<file path="config.mk">
export PLATFORM = sky130hd
export DESIGN_NAME = pa_pfc_top
export DESIGN_NICKNAME = d
export VERILOG_FILES = /design/src/pa_pfc_pkg.sv /design/src/pa_pfc_top.sv
export SDC_FILE = /design/constraint.sdc
export NUM_CORES = 1
export LEC_CHECK = 0
export ABC_AREA = 1
export BUFFER_PORTS_ARGS = -buffer_cell sky130_fd_sc_hd__buf_2
export CAP_MARGIN = 10
export CORE_AREA = 2 2 177 214
export CTS_CLUSTER_SIZE = 8
export DETAILED_ROUTE_END_ITERATION = 8
export DIE_AREA = 0 0 179 216
export PLACE_DENSITY = 0.68
export SLEW_MARGIN = 15
export SYNTH_ARGS = -nofsm -noshare
export SYNTH_HDL_FRONTEND = slang
export SYNTH_SLANG_ARGS = --single-unit
</file>
<file path="constraint.sdc">
create_clock -name ref_clk -period 4.5 [get_ports ref_clk]
set_input_delay 0.225 -clock ref_clk [delete_from_list [all_inputs] [get_ports ref_clk]]
set_output_delay 0.225 -clock ref_clk [all_outputs]
set_load 0.02 [all_outputs]
</file>
<file path="src/pa_pfc_pkg.sv">
/*
 * Constants, register map and carrier types for the port A pin function
 * select block. Assumes a 32-bit APB4 register bus, with the block's
 * registers decoded from the low twelve bits of the byte address.
 */
`default_nettype none

package pa_pfc_pkg;

    // Bus widths and register count.
    localparam int ADDR_W   = 12;
    localparam int DATA_W   = 32;
    localparam int NUM_REGS = 13;
    localparam int PINS     = 16;

    // Printed register offsets, kept as register indices; byte address is four times each.
    localparam logic [31:0] IDX_PORT_A_DIRECTION     = 32'hffff8386;
    localparam logic [31:0] IDX_PORT_A_FUNCTION_HIGH = 32'hffff838c;
    localparam logic [31:0] IDX_PORT_A_FUNCTION_LOW  = 32'hffff838e;
    localparam logic [31:0] IDX_PORT_B_DIRECTION     = 32'hffff8394;
    localparam logic [31:0] IDX_PORT_C_DIRECTION     = 32'hffff8396;
    localparam logic [31:0] IDX_PORT_B_FUNCTION_ONE  = 32'hffff8398;
    localparam logic [31:0] IDX_PORT_B_FUNCTION_TWO  = 32'hffff839a;
    localparam logic [31:0] IDX_PORT_C_FUNCTION      = 32'hffff839c;
    localparam logic [31:0] IDX_PORT_D_DIRECTION     = 32'hffff83a6;
    localparam logic [31:0] IDX_PORT_D_FUNCTION      = 32'hffff83ac;
    localparam logic [31:0] IDX_PORT_E_DIRECTION     = 32'hffff83b4;
    localparam logic [31:0] IDX_PORT_E_FUNCTION_ONE  = 32'hffff83b8;
    localparam logic [31:0] IDX_PORT_E_FUNCTION_TWO  = 32'hffff83ba;

    // Storage slots, in the order of the index table below.
    localparam logic [3:0] SLOT_DIR = 4'h0;
    localparam logic [3:0] SLOT_HI  = 4'h1;
    localparam logic [3:0] SLOT_LO  = 4'h2;

    localparam logic [31:0] IDX_TABLE [NUM_REGS] = '{
        IDX_PORT_A_DIRECTION, IDX_PORT_A_FUNCTION_HIGH, IDX_PORT_A_FUNCTION_LOW,
        IDX_PORT_B_DIRECTION, IDX_PORT_C_DIRECTION, IDX_PORT_B_FUNCTION_ONE,
        IDX_PORT_B_FUNCTION_TWO, IDX_PORT_C_FUNCTION, IDX_PORT_D_DIRECTION,
        IDX_PORT_D_FUNCTION, IDX_PORT_E_DIRECTION, IDX_PORT_E_FUNCTION_ONE,
        IDX_PORT_E_FUNCTION_TWO
    };

    // Reset values.
    localparam logic [15:0] RST_DIR     = 16'h0000;
    localparam logic [15:0] RST_HI      = 16'h0000;
    localparam logic [15:0] RST_HI_EXT  = 16'h4000;
    localparam logic [15:0] RST_LO      = 16'h0000;
    localparam logic [15:0] RST_OTHER   = 16'h0000;

    // Writable bits, full variant and reduced-pin variant.
    localparam logic [15:0] MASK_DIR     = 16'hffff;
    localparam logic [15:0] MASK_DIR_RED = 16'h83ff;
    localparam logic [15:0] MASK_HI      = 16'h555f;
    localparam logic [15:0] MASK_HI_RED  = 16'h400f;
    localparam logic [15:0] MASK_LO      = 16'hfd75;
    localparam logic [15:0] MASK_OTHER   = 16'hffff;

    // Field positions in the high-half function register.
    localparam int HI_CLK_OUT   = 14;
    localparam int HI_READ      = 12;
    localparam int HI_WR_UPPER  = 10;
    localparam int HI_WR_LOWER  = 8;
    localparam int HI_CS_ONE    = 6;
    localparam int HI_CS_ZERO   = 4;
    localparam int HI_PIN9_LSB  = 2;
    localparam int HI_PIN8_LSB  = 0;

    // Field positions in the low-half function register.
    localparam int LO_PIN7_LSB  = 14;
    localparam int LO_PIN6_LSB  = 12;
    localparam int LO_PIN5_LSB  = 10;
    localparam int LO_PIN4      = 8;
    localparam int LO_PIN3      = 6;
    localparam int LO_PIN2_LSB  = 4;
    localparam int LO_PIN1      = 2;
    localparam int LO_PIN0      = 0;

    // Two-bit field codes.
    localparam logic [1:0] FLD_GPIO  = 2'h0;
    localparam logic [1:0] FLD_SEL_A = 2'h1;
    localparam logic [1:0] FLD_SEL_B = 2'h2;
    localparam logic [1:0] FLD_SEL_C = 2'h3;

    // What drives and reads a pin.
    typedef enum logic [1:0] {
        PA_FN_GPIO  = 2'b00,
        PA_FN_OUT   = 2'b01,
        PA_FN_IN    = 2'b10,
        PA_FN_BIDIR = 2'b11
    } pa_fn_t;

    typedef struct packed {
        logic              psel;
        logic              penable;
        logic              pwrite;
        logic [ADDR_W-1:0] paddr;
        logic [DATA_W-1:0] pwdata;
        logic [3:0]        pstrb;
    } pa_apb_req_t;

    typedef struct packed {
        logic              pready;
        logic [DATA_W-1:0] prdata;
        logic              pslverr;
    } pa_apb_rsp_t;

    typedef struct packed {
        logic single_chip;
        logic rom_invalid;
        logic extended;
        logic reduced;
    } pa_mode_t;

    typedef struct packed {
        logic [PINS-1:0] out;
        logic [PINS-1:0] oe;
    } pa_pads_t;

    typedef struct packed {
        logic [3:0] timer_clk;
        logic [3:0] irq;
        logic [1:0] transfer_req;
        logic [1:0] rx_data;
        logic [1:0] serial_clk;
    } pa_func_in_t;

endpackage : pa_pfc_pkg

`default_nettype wire

</file>
<file path="src/pa_pfc_top.sv">
/*
 * Port A pin function select: direction and function registers, the pin
 * multiplexer for sixteen port A pins, and plain storage for the port B to E
 * direction and function registers. Assumes srst is the external power-on
 * reset only; watchdog reset, standby and sleep never reach it. Mode straps
 * are steady while the block runs. Pads are resolved by the surroundings
 * from out and oe.
 */
`timescale 1ns/1ps
`default_nettype none

module pa_pfc_top
    import pa_pfc_pkg::*;
(
    // Clock and power-on reset.
    input  wire logic        ref_clk,
    input  wire logic        srst,
    // Register bus.
    input  wire pa_apb_req_t apb_req,
    output var  pa_apb_rsp_t apb_rsp,
    // Operating mode straps.
    input  wire pa_mode_t    mode,
    // Port latch side.
    input  wire logic [15:0] gpio_out,
    output var  logic [15:0] gpio_in,
    // Peripheral side, one output per pin position.
    input  wire logic [15:0] func_out,
    output var  pa_func_in_t func_in,
    // Pads.
    input  wire logic [15:0] pad_in,
    output var  pa_pads_t    pads
);

    // Maps a bus address onto a storage slot; hit is low for unmapped words.
    function automatic logic [4:0] decode(input logic [ADDR_W-1:0] addr);
        logic [4:0] res;
        res = 5'h00;
        for (int k = 0; k < NUM_REGS; k++) begin
            if (addr[ADDR_W-1:2] == IDX_TABLE[k][ADDR_W-3:0]) begin
                res = {1'b1, 4'(k)};
            end
        end
        return res;
    endfunction : decode

    // Writable bits of a slot, which also decide what reads back.
    function automatic logic [15:0] wr_mask(input logic [3:0] slot, input logic reduced);
        logic [15:0] m;
        m = MASK_OTHER;
        if (slot == SLOT_DIR) begin
            m = reduced ? MASK_DIR_RED : MASK_DIR;
        end else if (slot == SLOT_HI) begin
            m = reduced ? MASK_HI_RED : MASK_HI;
        end else if (slot == SLOT_LO) begin
            m = MASK_LO;
        end
        return m;
    endfunction : wr_mask

    // Single-bit bus pin selection with the mode overrides.
    function automatic logic bus_pin(input logic sel, input pa_mode_t m);
        logic r;
        r = m.rom_invalid ? 1'b1 : (m.single_chip ? 1'b0 : sel);
        return m.reduced ? 1'b0 : r;
    endfunction : bus_pin

    // Class of a two-bit field; codes 1 to 3 take the classes given by the caller, code 0 is general I/O.
    function automatic pa_fn_t fld_cls(input logic [1:0] f, input pa_fn_t ca,
                                       input pa_fn_t cb, input pa_fn_t cc);
        pa_fn_t r;
        case (f)
            FLD_SEL_A: r = ca;
            FLD_SEL_B: r = cb;
            FLD_SEL_C: r = cc;
            default:   r = PA_FN_GPIO;
        endcase
        return r;
    endfunction : fld_cls

    // Register storage, one word per slot.
    logic [15:0] reg_r   [NUM_REGS];
    logic [31:0] rdata_r;
    pa_pads_t    pads_r;
    pa_func_in_t fin_r;
    logic [15:0] gin_r;

    // Bus decode.
    wire logic [4:0]  dec       = decode(apb_req.paddr);
    wire logic        hit       = dec[4];
    wire logic [3:0]  slot      = dec[3:0];
    wire logic        setup     = apb_req.psel & ~apb_req.penable;
    wire logic        access    = apb_req.psel & apb_req.penable;
    wire logic        wr_go     = access & apb_req.pwrite & hit;
    wire logic [15:0] lane_mask = {{8{apb_req.pstrb[1]}}, {8{apb_req.pstrb[0]}}};
    wire logic [15:0] slot_mask = wr_mask(slot, mode.reduced);
    wire logic [15:0] wr_val    = ((reg_r[slot] & ~lane_mask)
                                   | (apb_req.pwdata[15:0] & lane_mask)) & slot_mask;
    wire logic [15:0] rd_val    = reg_r[slot] & slot_mask;

    // Zero-wait slave; unmapped words answer with an error and read as zero.
    assign apb_rsp.pready  = 1'b1;
    assign apb_rsp.prdata  = rdata_r;
    assign apb_rsp.pslverr = access & ~hit;

    // Read data is captured in the setup cycle so that it leaves a flip-flop.
    always_ff @(posedge ref_clk) begin
        if (srst) begin
            rdata_r <= 32'h0000_0000;
        end else if (setup) begin
            rdata_r <= hit ? {16'h0000, rd_val} : 32'h0000_0000;
        end
    end

    // Only power-on reset touches the registers; nothing else here clears them.
    always_ff @(posedge ref_clk) begin
        if (srst) begin
            for (int k = 0; k < NUM_REGS; k++) begin
                reg_r[k] <= RST_OTHER;
            end
            reg_r[SLOT_DIR] <= RST_DIR;
            reg_r[SLOT_HI]  <= mode.extended ? RST_HI_EXT : RST_HI;
            reg_r[SLOT_LO]  <= RST_LO;
        end else if (wr_go) begin
            reg_r[slot] <= wr_val;
        end
    end

    // Effective register contents; bits absent in this variant read and act as zero.
    wire logic [15:0] dir = reg_r[SLOT_DIR] & wr_mask(SLOT_DIR, mode.reduced);
    wire logic [15:0] hi  = reg_r[SLOT_HI] & wr_mask(SLOT_HI, mode.reduced);
    wire logic [15:0] lo  = reg_r[SLOT_LO] & MASK_LO;

    // Classes that depend on single-chip mode for chip selects and transfer requests.
    wire pa_fn_t cs_hi_cls  = mode.single_chip ? PA_FN_GPIO : PA_FN_OUT;
    wire pa_fn_t req_cls    = mode.single_chip ? PA_FN_GPIO : PA_FN_IN;

    // Per-pin function classes for the high half.
    pa_fn_t cls [PINS];
    assign cls[15] = hi[HI_CLK_OUT] ? PA_FN_OUT : PA_FN_GPIO;
    assign cls[14] = bus_pin(hi[HI_READ], mode) ? PA_FN_OUT : PA_FN_GPIO;
    assign cls[13] = bus_pin(hi[HI_WR_UPPER], mode) ? PA_FN_OUT : PA_FN_GPIO;
    assign cls[12] = bus_pin(hi[HI_WR_LOWER], mode) ? PA_FN_OUT : PA_FN_GPIO;
    assign cls[11] = bus_pin(hi[HI_CS_ONE], mode) ? PA_FN_OUT : PA_FN_GPIO;
    assign cls[10] = bus_pin(hi[HI_CS_ZERO], mode) ? PA_FN_OUT : PA_FN_GPIO;
    // The reserved code leaves the pin as general I/O.
    assign cls[9]  = fld_cls(hi[HI_PIN9_LSB +: 2], PA_FN_IN, PA_FN_IN, PA_FN_GPIO);
    assign cls[8]  = fld_cls(hi[HI_PIN8_LSB +: 2], PA_FN_IN, PA_FN_IN, PA_FN_GPIO);

    // Per-pin function classes for the low half.
    assign cls[7]  = fld_cls(lo[LO_PIN7_LSB +: 2], PA_FN_IN, cs_hi_cls, PA_FN_GPIO);
    assign cls[6]  = fld_cls(lo[LO_PIN6_LSB +: 2], PA_FN_IN, cs_hi_cls, PA_FN_GPIO);
    assign cls[5]  = fld_cls(lo[LO_PIN5_LSB +: 2], PA_FN_BIDIR, req_cls, PA_FN_IN);
    assign cls[4]  = lo[LO_PIN4] ? PA_FN_OUT : PA_FN_GPIO;
    assign cls[3]  = lo[LO_PIN3] ? PA_FN_IN : PA_FN_GPIO;
    assign cls[2]  = fld_cls(lo[LO_PIN2_LSB +: 2], PA_FN_BIDIR, req_cls, PA_FN_IN);
    assign cls[1]  = lo[LO_PIN1] ? PA_FN_OUT : PA_FN_GPIO;
    assign cls[0]  = lo[LO_PIN0] ? PA_FN_IN : PA_FN_GPIO;

    // Pad drive: the latch feeds general I/O pins, the peripheral every other pin.
    logic [15:0] pad_out_nxt;
    logic [15:0] pad_oe_nxt;
    logic [15:0] gin_nxt;
    always_comb begin
        for (int i = 0; i < PINS; i++) begin
            pad_out_nxt[i] = (cls[i] == PA_FN_GPIO) ? gpio_out[i] : func_out[i];
            case (cls[i])
                PA_FN_GPIO, PA_FN_BIDIR: pad_oe_nxt[i] = dir[i];
                PA_FN_OUT:               pad_oe_nxt[i] = 1'b1;
                default:                 pad_oe_nxt[i] = 1'b0;
            endcase
            gin_nxt[i] = (cls[i] == PA_FN_GPIO) ? pad_in[i] : 1'b0;
        end
    end

    // Peripheral inputs see their pin only while that function owns it.
    pa_func_in_t fin_nxt;
    assign fin_nxt.timer_clk = {
        (cls[9] == PA_FN_IN) && (hi[HI_PIN9_LSB +: 2] == FLD_SEL_A) && pad_in[9],
        (cls[8] == PA_FN_IN) && (hi[HI_PIN8_LSB +: 2] == FLD_SEL_A) && pad_in[8],
        (cls[7] == PA_FN_IN) && pad_in[7],
        (cls[6] == PA_FN_IN) && pad_in[6]
    };
    assign fin_nxt.irq = {
        (hi[HI_PIN9_LSB +: 2] == FLD_SEL_B) && pad_in[9],
        (hi[HI_PIN8_LSB +: 2] == FLD_SEL_B) && pad_in[8],
        (lo[LO_PIN5_LSB +: 2] == FLD_SEL_C) && pad_in[5],
        (lo[LO_PIN2_LSB +: 2] == FLD_SEL_C) && pad_in[2]
    };
    assign fin_nxt.transfer_req = {
        (lo[LO_PIN5_LSB +: 2] == FLD_SEL_B) && (cls[5] == PA_FN_IN) && pad_in[5],
        (lo[LO_PIN2_LSB +: 2] == FLD_SEL_B) && (cls[2] == PA_FN_IN) && pad_in[2]
    };
    assign fin_nxt.rx_data = {
        (cls[3] == PA_FN_IN) && pad_in[3],
        (cls[0] == PA_FN_IN) && pad_in[0]
    };
    assign fin_nxt.serial_clk = {
        (cls[5] == PA_FN_BIDIR) && pad_in[5],
        (cls[2] == PA_FN_BIDIR) && pad_in[2]
    };

    // Pin-side outputs are registered; this costs one cycle of latency on every
    // path through the mux but keeps glitches from the decode off the pads.
    always_ff @(posedge ref_clk) begin
        if (srst) begin
            pads_r <= '0;
            fin_r  <= '0;
            gin_r  <= 16'h0000;
        end else begin
            pads_r <= '{out: pad_out_nxt, oe: pad_oe_nxt};
            fin_r  <= fin_nxt;
            gin_r  <= gin_nxt;
        end
    end

    assign pads    = pads_r;
    assign func_in = fin_r;
    assign gpio_in = gin_r;

endmodule : pa_pfc_top

`default_nettype wire

</file>
==> out/qor.yml <==
run_status:
  outcome: "finished clean"
cts:
  cts-root-buf: "clkbuf_16"
  path_clk_slew_ns: 0.05
  cts_made_buffers: 47
  insertion_delay_ns: 0.55
  htree_levels: 2
  cts_tree: "built"
  clk_path_buf_depth: 3
  clock-sinks: 334
placement:
  dpl_cell_area_um2: 17190
  hpwl_um: 28690
  port_buffers: 163
  gp_congestion: 0.8954
cells_and_area:
  fillCellCount: 3320
  drive_gt1_frac: 0.1348
  design_area_um2: 18990
  diodes: 0
  area_delta_synth_final_pct: 19.31
  multi_input_area_um2: 5220
  layout.area.seq_um2: 9249
  num-nets-final: 2244
critical_path:
  rr_worst_depth: 10
  cp_max_fo: 17
  cp_slowest_cell: "nand2_1"
  cp.buffers_inverters: 5
  crit_cells: 15
  slowest_delay_ns: 0.48
  crit_top_cell: "nand2_1"
  start_kind: "input port"
  crit_type: "in2reg"
  path_delay_family: "simple AND/OR/NAND/NOR gates"
  critPathRequiredTime_ns: 4.73
  arrival_ns: 3.45
  endpoint_kind: "register"
  path_cells: "buf_2 -> inv_1 -> nand2_1 -> nor3_1 -> o21ai_1 -> nand2_2 -> inv_2 -> nand3_2 -> nor2_1 -> inv_1 -> nand2_1 -> nor2_1 -> nand2_2 -> nand2_1 -> buf_4"
grt:
  use_met2: 0.3846
  grt_pass1_vias: 13070
  grt_max_degree: 107
  overflow: 0
  use_met1: 0.2573
  busiest_layer: "met2"
  grt_usage: 0.2270
  use_met3: 0.04422
  grt_pass1_wl_um: 67300
  antenna_found_initial: 0
timing:
  fin_crit_sh: 0.7154
  fin_setup_tns_ns: 0
  setup_violations: 0
  finalHoldViolations: 0
  min_period_ns: 3.219
  rsz0062_at_grt: "no"
  maxSlewHeadroom: 0.4225
  fmax_mhz: 310.6
  worst_pin_slew_ns: 0.8641
  finClkSkew_ns: 0.02277
  finalMaxSlewViolations: 0
logic_synthesis:
  syn_area_um2: 15920
  synth_top_area_frac: 0.4830
  synth-adder-area-share: 0.006289
  ys.flop_type: "edfxtp_1"
  synth_top_family_by_area: "simple AND/OR/NAND/NOR gates"
  ys_top_cells_by_count: "nand2_1 (580), nor2_1 (294), inv_1 (260)"
  synth_xor_area_frac: 0
  synth_edf_count: 256
  synth_area_leaders: "edfxtp_1 (48%), nand2_1 (14%), dfxtp_1 (9.8%)"
  yosysWarnings: 0
  yosysSeqAreaShare: 0.5811
  synth.mux.area_fraction: 0
  yosys.area.top_type: "edfxtp_1"
  synth_compound_area_frac: 0.04662
  synth_cells: 1879
  ys_types: 29
  synthSimpleGateAreaFrac: 0.2564
  synthArstFlopShare: 0
  ys_ff_latch: 334
  synth_most_common_cell: "nand2_1"
  syn_avg_cell_area_um2: 8.471
routing:
  via_per_inst: 5.000
  antenna_left: 0
  wirelength_um: 43890
  drc: 0
  detail_route.first_pass.iterations: 7
  vias: 13160
  initialDrtViolationCount: 1124
  wl_per_cell_um: 16.67
floorplanning:
  row_count: 77
  initial_core_util: 0.4359
  die_x_um: 179
  die_h_um: 216
  die-area_um2: 38660
  design.core.area_um2: 36510
  num_io_pins: 201
power:
  powerDensity_nw_per_um2: 380.9
  power_leakage_nw: 8.774
  peakVddDrop_uv: 225.6
flow_run:
  maxCapViolations: 0
min_path:
  hold_class: "in2reg"
  min_path_cells: 3
[worst register-to-register path, delay by kind of cell, from the launching register on]
kind	cells	cell delay (ns)
compound gates	1	0.11
simple gates	7	1.04
flops	1	0.36
buf+inv	2	0.30
[logic make-up (layout without fill, tap and decap cells)]
| family | count (synthesis) | after routing |
|---|---|---|
| compound gates | 147 | 147 |
| fa+ha+maj | 8 | 8 |
| buf+inv | 384 | 591 |
| flops | 334 | 334 |
| other cells | 2 | 75 |
| simple gates | 1004 | 1004 |
[layout by cell type, fill, tap and decap left out, types with 3 or more instances in the layout]
master and instances:
a21oi_1 32, buf_12 3, buf_2 163, buf_4 32, clkbuf_1 28, clkbuf_16 49, conb_1 75, dfxtp_1 78
dlygate4sd3_1 47, edfxtp_1 256, ha_1 8, inv_1 260, inv_2 7, nand2_1 580, nand2_2 15, nand3_1 14
nand3_2 7, nand4_1 56, nor2_1 294, nor2_2 9, nor3_1 24, o21ai_0 89, o21ai_1 24
[layout make-up]
class                      count  area share
clock buffer                  77     0.07011
inverter                     269     0.05317
sequential                   334      0.4871
timing repair buffer         245     0.08355
multi-input combinational   1234      0.2749
tap                          474     0.03123
[metrics by stage]
stage                       util  cells  hold WS, ns  power [mW]  worst slack (ns)
after floorplan                -   1952       0.3477       3.852             1.968
after global placement    0.4707   2509       0.4430       4.004            0.9607
after detailed placement  0.4707   2509       0.4537       4.018            0.8626
after CTS                 0.5201   2633     0.007581       7.260             1.413
after global routing      0.5201   2633      0.04727       7.450             1.128
final                     0.5201   2633      0.01178       7.232             1.281
[final timing paths]
check	startpoint	endpoint	slack [ns]
hold / removal	pad_in[2]	func_in[4]	0.01
setup / recovery	apb_req[38]	reg_r[11][4]	1.28
hold reg to reg	rdata_r[12]	rdata_r[12]	0.46
setup reg to reg	reg_r[0][14]	reg_r[14][14]	2.42
[per-layer routing]
| metal | vias to the layer above | share of wire |
|---|---|---|
| met3 | 141 | 0.088 |
| met1 | 6075 | 0.37 |
| met4 | 0 | 0.061 |
| li1 | 6309 | - |
| met2 | 639 | 0.48 |
| met5 | - | 0 |
[what timing repair did]
| action | 4_1_cts | 5_1_grt |
|---|---|---|
| hold endpoints to repair | 43 | 0 |
| hold buffers | 47 | 0 |
| buffers inserted | 0 | 0 |
| resized for setup | 0 | 0 |
[report_power, final]
| group | internal (mW) | total, mW | switching [mW] |
|---|---|---|---|
| Sequential | 3.45 | 3.49 | 0.0366 |
| Combinational | 0.161 | 0.515 | 0.354 |
| Clock | 1.98 | 3.23 | 1.25 |
| Total | 5.60 | 7.23 | 1.64 |
[flip-flops by register name (all words and copies together) (netlist names)]
name / flops
func_in: 14
gpio_in: 16
pads: 32
rdata_r: 16
reg_r: 256
No activity file was read; power rests on OpenSTA's default activity.
